File: src/pkg/mdtac_pkg.sv
// Shared constants and carrier types for the metering timing/aux config bank.
// Assumes one 20 MHz clock and a word-wide host access port.
package mdtac_pkg;

    // Register offsets (12-bit host address space)
    localparam logic [11:0] ADDR_AUX_CFG   = 12'h010;
    localparam logic [11:0] ADDR_SYSCLK_KHZ   = 12'h012;
    localparam logic [11:0] ADDR_CYC_CNT   = 12'h01c;
    localparam logic [11:0] ADDR_REJ_LVL   = 12'h02c;
    localparam logic [11:0] ADDR_AVG_COEF  = 12'h02e;
    localparam logic [11:0] ADDR_FRAMES    = 12'h040;
    localparam logic [11:0] ADDR_AUX_COUNT = 12'h044;
    localparam logic [11:0] ADDR_HARM_VOLT = 12'h830;
    localparam logic [11:0] ADDR_HARM_CURR = 12'h840;

    // Aux config field positions
    localparam int AUX_SEL_LSB = 0;
    localparam int AUX_SEL_MSB = 2;
    localparam int AUX_ON_BIT  = 6;
    localparam int AUX_HARM_BIT = 7;
    localparam int ORDER_LSB   = 8;
    localparam int ORDER_MSB   = 12;
    localparam logic [15:0] AUX_CFG_WMASK = 16'h1fc7;

    // Reset values
    localparam logic [15:0] RST_AUX_CFG  = 16'h0000;
    localparam logic [15:0] RST_SYSCLK_KHZ  = 16'h1f40;
    localparam logic [15:0] RST_CYC_CNT  = 16'h0010;
    localparam logic [15:0] RST_REJ_LVL  = 16'h00c8;
    localparam logic [15:0] RST_AVG_COEF = 16'h4000;
    localparam logic [31:0] RST_FRAMES   = 32'h03e80000;

    // Fixed point: one scan frame is 1.0 in 16.16
    localparam logic [31:0] ONE_FRAME    = 32'h00010000;
    localparam int          FRAC_BITS    = 16;
    // Rejection level is counted in 1/256 frame steps
    localparam int          REJ_SHIFT    = 8;
    // Square accumulator drops this many low bits when latched as a result
    localparam int          ACC_DROP     = 8;

    // Host request carrier
    typedef struct packed {
        logic        wr;
        logic        rd;
        logic [11:0] addr;
        logic [31:0] wdata;
    } mdtac_host_req_type;

    // Seven converted input samples, index = aux select code
    typedef struct packed {
        logic [7:1][15:0] ch;
    } mdtac_samples_type;

endpackage

File: src/verilog/mdtac_ns_tracker.sv
// Line-cycle length tracker: measures frames between zero crossings and
// produces a filtered frames-per-cycle value. Assumes one-cycle tick inputs.
`timescale 1ns/1ps
module mdtac_ns_tracker
    import mdtac_pkg::*;
(
    input  wire logic        clk,
    input  wire logic        arst_n,
    input  wire logic        frameTick,
    input  wire logic        zeroCross,
    input  wire logic [15:0] rejLevel,
    input  wire logic [15:0] avgCoeff,
    input  wire logic [31:0] nsCurrent,
    output logic             nsLoad,
    output logic      [31:0] nsValue
);

    // Whole tracker state
    typedef struct packed {
        logic        armed;     // A previous crossing exists
        logic [15:0] frameCnt;  // Frames since last crossing
        logic        load;      // Update pulse
        logic [31:0] value;     // Proposed new value
    } mdtac_trk_state_type;

    mdtac_trk_state_type st_r;   // Registered state
    mdtac_trk_state_type st_nxt; // Next state

    logic        [31:0] meas;     // Latest measured length, 16.16
    logic signed [48:0] delta;    // Measurement minus current value
    logic        [48:0] absDelta; // Magnitude of deviation
    logic signed [48:0] prod;     // Coefficient times deviation
    logic signed [48:0] step;     // Scaled averaging step
    logic               reject;   // Cycle too far off to be used

    // Measurement, rejection and averaging
    always_comb
    begin
        st_nxt      = st_r;
        st_nxt.load = 1'b0;
        meas        = {st_r.frameCnt, 16'h0000};
        delta       = $signed({17'h00000, meas}) - $signed({17'h00000, nsCurrent});
        absDelta    = delta[48] ? 49'(-delta) : 49'(delta);
        // Zero level turns rejection off entirely
        reject      = (rejLevel != 16'h0000) &&
                      (absDelta > (49'(rejLevel) << REJ_SHIFT));
        prod        = delta * $signed({33'h000000000, avgCoeff});
        step        = prod >>> FRAC_BITS;
        if (frameTick)
        begin
            st_nxt.frameCnt = st_r.frameCnt + 16'h0001;
        end
        if (zeroCross)
        begin
            // A crossing closes one line cycle and opens the next
            st_nxt.frameCnt = frameTick ? 16'h0001 : 16'h0000;
            st_nxt.armed    = 1'b1;
            if (st_r.armed && !reject)
            begin
                st_nxt.load = 1'b1;
                if (avgCoeff == 16'h0000)
                begin
                    st_nxt.value = meas;
                end
                else
                begin
                    st_nxt.value = nsCurrent + step[31:0];
                end
            end
        end
    end

    // State register
    always_ff @(posedge clk or negedge arst_n)
    begin
        if (!arst_n)
        begin
            st_r <= '0;
        end
        else
        begin
            st_r <= st_nxt;
        end
    end

    assign nsLoad  = st_r.load;
    assign nsValue = st_r.value;

endmodule // mdtac_ns_tracker

File: src/verilog/mdtac_config_bank.sv
// Configuration and timing register bank with aux-channel RMS accumulation
// and line-cycle sequencing.
// Assumes host requests are single-cycle strobes synchronous to clk and that
// sample, frame and zero-crossing ticks come from the converter front end.
//
// Summary of operation
// - Accumulate aux channel squares beside normal processing
// - Aux processing runs only while enable set
// - Harmonic filter applied to aux when enabled
// - Three-bit select picks aux input source
// - Harmonic order field; results at 0x830/0x840
// - System clock kHz register resets 0x1F40
// - Cycle count register resets to 0x10
// - Signal processing cycle end after counted cycles
// - Frames per cycle in 16.16 fixed point
// - Device recomputes frames value from crossings
// - Rejection level decides if odd cycle updates
// - Zero rejection level accepts every cycle
// - Nonzero coefficient averages new measurement in
// - Zero coefficient uses measurement directly
//
// Host map, 12-bit word address
//   0x010 aux config    0x012 clock word
//   0x01c cycle count   0x02c reject level
//   0x02e average coeff 0x040 frames, 16.16
//   0x044 aux sample count (read only)
//   0x830/0x840 voltage/current result (read only)
// Timing
//   Writes land at the taking edge; reads answer one
//   cycle later with a valid pulse, data then holds.
//   The cycle-end pulse follows the closing crossing.
// Limitations
//   Results are sums of squares over 256; the root is
//   left to firmware rather than spent on a divider.
//   A sample on the closing crossing is dropped.
//   The coefficient MSB is not policed here.
`timescale 1ns/1ps
module mdtac_config_bank
    import mdtac_pkg::*;
(
    input  wire logic               clk,
    input  wire logic               arst_n,
    input  wire mdtac_host_req_type hostReq,
    output logic             [31:0] hostRdata,
    output logic                    hostRdValid,
    input  wire logic               sampleTick,
    input  wire mdtac_samples_type  samples,
    input  wire logic               frameTick,
    input  wire logic               zeroCross,
    input  wire logic        [15:0] harmonicFeedforwardCoeff,
    input  wire logic        [31:0] harmonicFeedbackCoeff,
    output logic                    auxChannelOn,
    output logic                    auxHarmonicFilterOn,
    output logic              [2:0] auxInputSelect,
    output logic              [4:0] harmonicOrder,
    output logic             [15:0] sysclkKhz,
    output logic             [31:0] framesPerDspCycle,
    output logic                    dspCycleDone
);

    // Whole bank state: host registers first, then the
    // line-cycle sequencer, the aux datapath and the read
    // port. One struct keeps the reset and the update of
    // every flop outside the tracker in a single place.
    typedef struct packed {
        logic [15:0] auxCfg;     // Aux channel configuration
        logic [15:0] sysKhz;     // System clock in kHz
        logic [15:0] cycCnt;     // Line cycles per processing cycle
        logic [15:0] rejLvl;     // Line-cycle rejection level
        logic [15:0] avgCoef;    // Line-cycle averaging coefficient
        logic [31:0] frames;     // Frames per processing cycle, 16.16
        logic [15:0] lineCnt;    // Line cycles seen in this cycle
        logic        dspDone;    // End-of-cycle pulse
        logic [39:0] accum;      // Running sum of aux squares
        logic [15:0] sampCnt;    // Aux samples in running sum
        logic [31:0] voltResult; // Last voltage-source result
        logic [31:0] currResult; // Last current-source result
        logic [15:0] auxCount;   // Samples behind the last result
        logic [15:0] harm;       // Harmonic filter output state
        logic [31:0] rdata;      // Read data
        logic        rdValid;    // Read data valid pulse
    } mdtac_bank_state_type;

    mdtac_bank_state_type st_r;   // Registered state
    mdtac_bank_state_type st_nxt; // Next state

    // Helpers; all but nsLoad and nsValue, which the tracker's flops drive,
    // are set on every pass of the datapath process and hold no state
    logic               nsLoad;   // Tracker proposes a new value
    logic        [31:0] nsValue;  // Tracker's proposed value
    logic         [2:0] sel;      // Current aux source code
    logic signed [15:0] rawSamp;  // Selected raw sample
    logic signed [48:0] ffTerm;   // Feed-forward product
    logic signed [48:0] fbTerm;   // Feedback product
    logic signed [48:0] hSum;     // Filter sum before scaling
    logic signed [15:0] procSamp; // Sample after optional filter
    logic signed [31:0] square;   // Square of processed sample
    logic        [15:0] cycLimit; // Effective line-cycle count
    logic               cycEnd;   // This crossing ends the cycle
    logic               selVolt;  // Selected source is a voltage

    // Zero-crossing based frames-per-cycle tracker.
    // It sees the registered frames value, so a host write
    // and a tracker update never race inside the tracker;
    // the bank decides which one lands.
    mdtac_ns_tracker u_tracker
    (
        .clk       (clk),
        .arst_n    (arst_n),
        .frameTick (frameTick),
        .zeroCross (zeroCross),
        .rejLevel  (st_r.rejLvl),
        .avgCoeff  (st_r.avgCoef),
        .nsCurrent (st_r.frames),
        .nsLoad    (nsLoad),
        .nsValue   (nsValue)
    );

    // Aux datapath, sequencing and host access.
    // Order inside the process sets priority: later
    // assignments override earlier ones, so the host
    // write path comes after the tracker update and wins.
    always_comb
    begin
        st_nxt         = st_r;
        st_nxt.rdValid = 1'b0;
        st_nxt.dspDone = 1'b0;

        // Source choice; code 000 selects nothing
        // Odd codes are currents, even nonzero codes voltages
        sel     = st_r.auxCfg[AUX_SEL_MSB:AUX_SEL_LSB];
        rawSamp = (sel == 3'h0) ? 16'sh0000 : $signed(samples.ch[sel]);
        selVolt = (sel != 3'h0) && !sel[0];

        // First-order harmonic filter, coefficients scaled by 2^16
        // The square uses the filter state from the last
        // sample, which keeps the multiplier off the path
        // through the new filter output.
        ffTerm   = $signed({33'h000000000, harmonicFeedforwardCoeff}) *
                   $signed({{33{rawSamp[15]}}, rawSamp});
        fbTerm   = $signed({{17{harmonicFeedbackCoeff[31]}}, harmonicFeedbackCoeff}) *
                   $signed({{33{st_r.harm[15]}}, st_r.harm});
        hSum     = ffTerm + fbTerm;
        procSamp = st_r.auxCfg[AUX_HARM_BIT] ? st_r.harm : rawSamp;
        square   = procSamp * procSamp;

        // A zero count would end a cycle on every crossing; treat it as one
        // The compare uses the count as it stands after this crossing
        cycLimit = (st_r.cycCnt == 16'h0000) ? 16'h0001 : st_r.cycCnt;
        cycEnd   = zeroCross && ((st_r.lineCnt + 16'h0001) >= cycLimit);

        // Aux accumulation only while enabled, never touching the cycle count
        // The 40-bit sum holds 1024 full-scale squares before
        // it wraps; long processing cycles need a smaller
        // input swing.
        if (sampleTick && st_r.auxCfg[AUX_ON_BIT])
        begin
            if (st_r.auxCfg[AUX_HARM_BIT])
            begin
                st_nxt.harm = hSum[31:16];
            end
            st_nxt.accum   = st_r.accum + {8'h00, square};
            st_nxt.sampCnt = st_r.sampCnt + 16'h0001;
        end
        else if (!st_r.auxCfg[AUX_ON_BIT])
        begin
            // Disabled channel holds no stale history
            st_nxt.harm    = 16'h0000;
            st_nxt.accum   = 40'h0000000000;
            st_nxt.sampCnt = 16'h0000;
        end

        // Line-cycle counting and processing-cycle end
        // Every crossing counts; a crossing that completes the
        // count restarts it from zero in the same edge.
        if (zeroCross)
        begin
            st_nxt.lineCnt = st_r.lineCnt + 16'h0001;
        end
        if (cycEnd)
        begin
            st_nxt.lineCnt = 16'h0000;
            st_nxt.dspDone = 1'b1;
            if (st_r.auxCfg[AUX_ON_BIT])
            begin
                // Result for the harmonic order in force
                // The source type picks the result slot
                if (selVolt)
                begin
                    st_nxt.voltResult = st_r.accum[39:ACC_DROP];
                end
                else
                begin
                    st_nxt.currResult = st_r.accum[39:ACC_DROP];
                end
                st_nxt.auxCount = st_r.sampCnt;
                st_nxt.accum    = 40'h0000000000;
                st_nxt.sampCnt  = 16'h0000;
            end
        end

        // Tracker updates the frames value
        // A rejected line cycle raises no load at all
        if (nsLoad)
        begin
            st_nxt.frames = nsValue;
        end

        // Host writes; a host write to the frames value wins over the tracker
        // Only the low half of the data word is used by the
        // 16-bit registers; the upper half is ignored.
        if (hostReq.wr)
        begin
            unique case (hostReq.addr)
                ADDR_AUX_CFG:
                begin
                    // Reserved bits never stored
                    st_nxt.auxCfg = hostReq.wdata[15:0] & AUX_CFG_WMASK;
                end
                ADDR_SYSCLK_KHZ:  st_nxt.sysKhz  = hostReq.wdata[15:0];
                ADDR_CYC_CNT:  st_nxt.cycCnt  = hostReq.wdata[15:0];
                ADDR_REJ_LVL:  st_nxt.rejLvl  = hostReq.wdata[15:0];
                // Coefficient MSB is kept clear by the host
                ADDR_AVG_COEF: st_nxt.avgCoef = hostReq.wdata[15:0];
                ADDR_FRAMES:   st_nxt.frames  = hostReq.wdata;
                default:
                begin
                    // Unmapped or read-only address: write ignored
                end
            endcase
        end

        // Host reads answer one cycle later; unmapped reads give zero
        // Read data is taken from the registered state, so a
        // write in the same cycle is seen by the next read.
        if (hostReq.rd)
        begin
            st_nxt.rdValid = 1'b1;
            unique case (hostReq.addr)
                ADDR_AUX_CFG:   st_nxt.rdata = {16'h0000, st_r.auxCfg & AUX_CFG_WMASK};
                ADDR_SYSCLK_KHZ:   st_nxt.rdata = {16'h0000, st_r.sysKhz};
                ADDR_CYC_CNT:   st_nxt.rdata = {16'h0000, st_r.cycCnt};
                ADDR_REJ_LVL:   st_nxt.rdata = {16'h0000, st_r.rejLvl};
                ADDR_AVG_COEF:  st_nxt.rdata = {16'h0000, st_r.avgCoef};
                ADDR_FRAMES:    st_nxt.rdata = st_r.frames;
                ADDR_AUX_COUNT: st_nxt.rdata = {16'h0000, st_r.auxCount};
                ADDR_HARM_VOLT: st_nxt.rdata = st_r.voltResult;
                ADDR_HARM_CURR: st_nxt.rdata = st_r.currResult;
                default:        st_nxt.rdata = 32'h00000000;
            endcase
        end
    end

    // State register; reset gives the power-up defaults
    // Everything not named below clears to zero
    always_ff @(posedge clk or negedge arst_n)
    begin
        if (!arst_n)
        begin
            st_r         <= '0;
            st_r.auxCfg  <= RST_AUX_CFG;
            st_r.sysKhz  <= RST_SYSCLK_KHZ;
            st_r.cycCnt  <= RST_CYC_CNT;
            st_r.rejLvl  <= RST_REJ_LVL;
            st_r.avgCoef <= RST_AVG_COEF;
            st_r.frames  <= RST_FRAMES;
        end
        else
        begin
            st_r <= st_nxt;
        end
    end

    // Outputs come straight from state flops,
    // so no port carries a combinational path
    assign hostRdata           = st_r.rdata;
    assign hostRdValid         = st_r.rdValid;
    assign auxChannelOn        = st_r.auxCfg[AUX_ON_BIT];
    assign auxHarmonicFilterOn = st_r.auxCfg[AUX_HARM_BIT];
    assign auxInputSelect      = st_r.auxCfg[AUX_SEL_MSB:AUX_SEL_LSB];
    assign harmonicOrder       = st_r.auxCfg[ORDER_MSB:ORDER_LSB];
    assign sysclkKhz           = st_r.sysKhz;
    assign framesPerDspCycle   = st_r.frames;
    assign dspCycleDone        = st_r.dspDone;

endmodule // mdtac_config_bank

File: config.mk
export PLATFORM = sky130hd
export DESIGN_NAME = mdtac_config_bank
export DESIGN_NICKNAME = d
export VERILOG_FILES = /design/src/pkg/mdtac_pkg.sv /design/src/verilog/mdtac_ns_tracker.sv /design/src/verilog/mdtac_config_bank.sv
export SDC_FILE = /design/constraint.sdc
export NUM_CORES = 2
export LEC_CHECK = 0
export ABC_AREA = 1
export BUFFER_PORTS_ARGS = -buffer_cell sky130_fd_sc_hd__buf_2
export CORE_UTILIZATION = 55
export CTS_CLUSTER_DIAMETER = 120
export DETAILED_ROUTE_END_ITERATION = 10
export PLACE_DENSITY = 0.74
export SYNTH_ARGS = -nofsm -noshare
export SYNTH_HDL_FRONTEND = slang
export SYNTH_SLANG_ARGS = --single-unit
File: constraint.sdc
create_clock -name clk -period 15 [get_ports clk]
set_input_delay 3 -clock clk [delete_from_list [all_inputs] [get_ports clk]]
set_output_delay 3 -clock clk [all_outputs]
set_load 0.05 [all_outputs]
Word level (Yosys, flattened, before mapping)

Index checks and enable logic that the tools add are counted.

Multiplexer cells: 26
Add/subtract/negate cells: 8
Bitwise gates (word level): 1
Multipliers: 4
Equal/unequal tests: 11
Magnitude comparators: 3
Reduce and logical (&&, ||, !) cells: 24

Operators with widths:

| cell                  | number |
|---|---|
| $pmux 32 s9           | 1 |
| $mux 32               | 6 |
| $mux 153              | 1 |
| $mux 16               | 9 |
| $mux 136              | 1 |
| $mux 56               | 2 |
| $mux 49               | 2 |
| $add 32x32->32        | 2 |
| $gt 49x24->1          | 1 |
| $neg 33->49           | 1 |
| $add 16x1->16 const B | 3 |
| $bmux 16 s3           | 1 |
| $mul 33x17->48        | 1 |
| $add 40x32->40        | 1 |
| $eq 12x5->1 const B   | 3 |
| $mux 33               | 1 |
| $sub 32x32->33        | 1 |
| $logic_not 16->1      | 2 |
| $mul 16x16->32        | 1 |
| $mul 17x16->32        | 1 |
| $mul 32x16->32        | 1 |
| $eq 12x12->1 const B  | 2 |
| $eq 12x6->1 const B   | 2 |
| $eq 12x7->1 const B   | 2 |
| 14 further kinds      | 29 |

Register bits after elaboration: 358
Input port bits: 211
Logic and storage cells: 97
Output and inout port bits: 92

Logic depth before layout (Yosys ltp)

Word-level depth: 9
Depth in mapped cells: 55
Depth with buffers taken out: 52

Cells and area by module

From an unflattened synthesis, not the netlist that was laid out.

Cell total of the unflattened synthesis: 9466
Area, all modules: 72866.1 µm²

Modules (own cells, without submodules):

| module            | cells an instance | sequential area each (µm²) | area each (µm²) | instances |
|---|---|---|---|---|
| mdtac_config_bank | 6046              | 7728.7                     | 47738.3         | 1 |
| mdtac_ns_tracker  | 3420              | 1251.2                     | 25127.8         | 1 |

Least setup slack after synthesis

OpenSTA, ideal clock, no wires.

Path kind: input to register
Start point: input port samples[85] (netlist bit)
End point: register st_r[178] (netlist bit)
Slack: 4225 ps
Stages on the path: 43
Buffers on the path: 0
Required time: 14871 ps
Data arrival time: 10645 ps
Setup time: 129 ps
Path through: o21ai_0 -> o21ai_0 -> nand2_1 -> nand2_1 -> nand2_1 -> o21ai_1 -> clkinv_1 -> nor2_1 -> inv_1 -> fa_1 -> fa_1 -> fa_1 -> inv_1 -> fa_1 -> fa_1 -> inv_1 -> fa_1 -> inv_1 -> [... 7 more ...] -> a21oi_1 -> inv_1 -> a21oi_1 -> xnor2_1 -> ha_1 -> nand2_1 -> nor2_1 -> nand2_1 -> nor4_1 -> a21oi_1 -> o21ai_0 -> a21oi_1 -> o21ai_0 -> nand2_1 -> o211ai_1 -> nand2_1 -> o21ai_0 -> nor2_1

RTL lines:

| item                 | RTL line                 | text |
|---|---|---|
| from (decl)          | mdtac_config_bank.sv:47  | `input wire mdtac_samples_type samples,` |
| to (signal assigned) | mdtac_config_bank.sv:270 | `st_r <= st_nxt;` |
| to (decl)            | mdtac_config_bank.sv:84  | `mdtac_bank_state_type st_r;` |

==> results.py <==
metrics = {
    "route": {
        "number_of_detailed_routing_iterations_run_before_antenna_repair": 8,
        "viasPerCell": 5.67,
        "route.detailed.wl_per_inst_um": 21.2,
        "number_of_violations_reported_at_the_end_of_detailed_routing_iteration_0": 5848,
        "antenna_left": 0,
        "drt_wl_total_um": 227000,
        "drc_errors": 0,
        "num_vias": 60838,
    },
    "synthesis": {
        "synth_seq_area_share_pct": 12.7,
        "synthesized_netlist_net_count": 11009,
        "synth.lib_cells_used.distinct": 56,
        "postSynthCellCount": 9033,
        "synth-warning-count": 0,
        "postSynth.topFlopCell": "sky130_fd_sc_hd__dfrtp_1",
        "cell_area_after_technology_mapping_um2": 70700,
        "synth.ff_latch_count": 358,
        "synth.avg_cell_area_um2": 7.83,
        "synth-async-reset-ratio_pct": 100,
        "number_of_synthesized_flops_with_an_enable_pin": 0,
    },
    "timing": {
        "slew_worst_pin_ps": 1220,
        "fin_hold_ws_ps": 474,
        "fin_skew_ps": 31.6,
        "post-route-worst-setup-slack_ps": 2220,
        "ratio_of_final_minimum_period_to_clock_period_pct": 85.2,
        "fin_crit_ps": 12780,
        "setup_violators_final": 0,
        "max-slew-margin-rel_pct": 18.4,
        "timing.setup.tns_ps": 0,
        "final-max-slew-violation-count": 0,
        "timing.fmax_ghz": 0.0782,
        "grt_setup_unrepaired": "no",
        "finalHoldViolations": 0,
    },
    "global_routing": {
        "grt_max_degree": 134,
        "groute.usage.overall_pct": 35.6,
        "number_of_global_route_vias_before_repair": 62428,
        "antenna_found_initial": 15,
        "wire_length_of_the_first_global_routing_pass_um": 357000,
        "overflow": 0,
    },
    "power": {
        "total_leakage_power_uw": 0.0391,
        "pwr_density_cell_nw_per_um2": 41.2,
        "netSwitchingPower_uw": 1200,
        "pwr-share-clk_pct": 35.9,
        "p_seq_share_pct": 32.6,
        "internal_power_uw": 1870,
        "ir_worst_vdd_v": 0.0000865,
        "share_comb_of_total_power_pct": 31.5,
        "sw_frac_of_total_pct": 39.2,
    },
    "place": {
        "dp_hpwl_um": 186000,
        "gpl.final_weighted_congestion": 1.03,
        "dpl_worst_slack_ps": 1930,
        "dpl.cell_count": 10653,
        "numPortBuffers": 302,
    },
    "cts": {
        "clk-insertion-delay-late_ps": 580,
        "cts.reportedPaths.clkPinSlew_ps": 60,
        "h-tree-depth": 2,
        "clock_sinks": 358,
        "tritoncts": "yes",
        "cts_hold_buf": 0,
        "post_cts.resized_instances": 0,
        "clock-root-buffer": "sky130_fd_sc_hd__clkbuf_16",
        "cts_max_path_buffers": 3,
        "cts.repair_timing.setup_buffer_count": 0,
        "numCtsBuffers": 41,
    },
    "cells_and_area": {
        "most-common-layout-cells": "sky130_fd_sc_hd__inv_1, sky130_fd_sc_hd__nand2_1, sky130_fd_sc_hd__fa_1",
        "layout_filler_cell_count": 11547,
        "final-instance-count-excl-fill": 10739,
        "area_of_the_multi_input_gates_um2": 51500,
        "post_route_cells_drive_above_1_share_pct": 6.19,
        "seq_area_um2": 8980,
        "nNetsFinal": 11010,
        "most_common_library_cell_in_the_layout_ignoring_fill_and_taps": "sky130_fd_sc_hd__inv_1",
        "area_growth_syn_to_layout_pct": 5.26,
    },
    "floorplan": {
        "dieArea_um2": 130000,
        "design.core.area_um2": 128000,
        "boundaryPins": 303,
        "horiz_die_dim_um": 361,
        "die_height_um": 361,
        "initial_utilization_pct": 55.4,
        "placementRows": 131,
    },
    "min_path": {
        "min-delay-start": "u_tracker.nsValue[19]$_DFFE_PN0P_",
        "holdCritPathClass": "reg -> reg",
        "holdPathStages": 2,
    },
    "critical_path": {
        "cp_max_fo": 16,
        "path_common_cell": "sky130_fd_sc_hd__nand2_1",
        "worstRegToRegCells": 42,
        "worst-endpoint-arrival_ps": 13280,
        "cp.required_ps": 15490,
        "setup.worst_path.end_class": "register",
        "critical_path.startpoint": "samples[85]",
        "timing_worst_setup_path_type": "in -> reg",
        "start_kind": "primary input",
        "critPathSlowestCell": "sky130_fd_sc_hd__nand2_1",
        "crit-reg2reg-launch": "framesPerDspCycle[16]$_DFF_PN0_",
        "cp_slowest_stage_delay_ps": 660,
    },
    "status": {
        "run_status": "complete, no violations",
    },
    "job": {
        "max-cap-violations": 0,
    },
}
## layout make-up
class,instances,share of cell area [%]
timing repair buffer,373,2.76
antenna,12,0.0404
inverter,2201,11.1
sequential,358,12.1
multi-input combinational,6059,69.3
clock inverter,20,0.462
clock buffer,54,1.51
tap,1662,2.79
## path summary, 6_finish.rpt
check | end | slack (ps)
setup reg to reg | u_tracker.nsValue[26]$_DFFE_PN0P_ | 3700
setup / recovery | st_r[178]$_DFF_PN0_ | 2220
hold reg to reg | u_tracker.nsValue[19]$_DFFE_PN0P_ | 470
min in group asynchronous | st_r[91]$_DFFE_PN0P_ | 2560
hold / removal | u_tracker.nsValue[19]$_DFFE_PN0P_ | 470
max in group asynchronous | st_r[46]$_DFFE_PN0P_ | 10840
## synth_stat cells (6+ instances only)
library cell	number	share of area (%)
sky130_fd_sc_hd__inv_1	2178	12
sky130_fd_sc_hd__nand2_1	2038	11
sky130_fd_sc_hd__fa_1	1282	36
sky130_fd_sc_hd__nor2_1	638	3.4
sky130_fd_sc_hd__ha_1	483	8.5
sky130_fd_sc_hd__o21ai_0	459	3.2
sky130_fd_sc_hd__dfrtp_1	341	12
sky130_fd_sc_hd__a21oi_1	326	2.3
sky130_fd_sc_hd__clkbuf_1	284	1.5
sky130_fd_sc_hd__nand3_1	165	1.2
sky130_fd_sc_hd__xor2_1	115	1.4
sky130_fd_sc_hd__buf_4	93	0.99
sky130_fd_sc_hd__xnor2_1	67	0.83
sky130_fd_sc_hd__nor3_1	60	0.42
sky130_fd_sc_hd__o22ai_1	47	0.42
sky130_fd_sc_hd__nand4_1	39	0.35
sky130_fd_sc_hd__a221oi_1	34	0.42
sky130_fd_sc_hd__o21a_1	28	0.30
sky130_fd_sc_hd__a31oi_1	24	0.21
sky130_fd_sc_hd__nor4_1	24	0.21
sky130_fd_sc_hd__or2_2	24	0.21
sky130_fd_sc_hd__a21o_1	20	0.21
sky130_fd_sc_hd__buf_1	20	0.11
sky130_fd_sc_hd__nand2_2	20	0.18
sky130_fd_sc_hd__a211oi_1	18	0.19
sky130_fd_sc_hd__dfstp_2	17	0.63
sky130_fd_sc_hd__mux2_2	17	0.27
sky130_fd_sc_hd__o21ai_1	17	0.12
sky130_fd_sc_hd__a22oi_1	15	0.16
sky130_fd_sc_hd__buf_2	15	0.11
sky130_fd_sc_hd__inv_2	12	0.064
sky130_fd_sc_hd__a311oi_1	11	0.14
sky130_fd_sc_hd__clkinv_1	11	0.058
sky130_fd_sc_hd__nor2_2	11	0.097
sky130_fd_sc_hd__o211ai_1	10	0.11
sky130_fd_sc_hd__o21bai_1	10	0.11
sky130_fd_sc_hd__o31ai_1	9	0.096
sky130_fd_sc_hd__o221ai_1	7	0.087
sky130_fd_sc_hd__o41ai_1	6	0.074
## power by group through the flow
stage / Clock [uW] / Combinational, uW / Sequential, uW
global placement: 0 / 907 / 1020
CTS: 1110 / 929 / 999
global route: 1150 / 1020 / 1000
detailed placement: 0 / 924 / 1020
finish: 1100 / 966 / 1000
floorplan: 0 / 553 / 1010
## kinds of logic after synthesis
group,share of synthesized area (%)
AND/OR/NAND/NOR,17.1
AO/OA/AOI/OAI,8.36
multiplexers,0.271
flip-flops,12.7
adder cells (fa/ha/maj),44.9
XOR/XNOR,2.29
buffers and inverters,14.4
## worst max-delay path: cells and delay by family
family | cells | cell delay, ps
adders and majority gates | 8 | 3680
AOI/OAI and AO/OA | 14 | 3210
and+or+nand+nor | 14 | 2230
buffers and inverters | 8 | 1040
xor gates and xnor gates | 1 | 100
## registers in the layout, indices dropped and copies added, names as in the netlist
register and count:
auxChannelOn 1, auxHarmonicFilterOn 1, auxInputSelect 3, dspCycleDone 1, framesPerDspCycle 32, harmonicOrder 5
hostRdValid 1, hostRdata 32, st_r 216, sysclkKhz 16, u_tracker.meas 16, u_tracker.nsLoad 1
u_tracker.nsValue 32, u_tracker.st_r 1
## per-layer routing
metal | part of all wire, % | wire (um) | up-vias | track usage (%)
li1 | - | - | 26852 | -
met4 | 5.0 | 11500 | 6 | 15.2
met3 | 10 | 23800 | 603 | 7.13
met5 | 0.016 | 36 | - | 0
met2 | 45 | 102000 | 3195 | 55.3
met1 | 40 | 90400 | 30182 | 48.6
## metrics by stage
step                util [%]  instance area (um2)  power [uW]
finish                  58.4                74400        3070
global route            58.3                74400        3170
CTS                     58.3                74400        3040
detailed placement      57.2                72900        1940
global placement        57.2                72900        1920
floorplan                  -                70700        1560
Power figures use the tool's default switching activity.
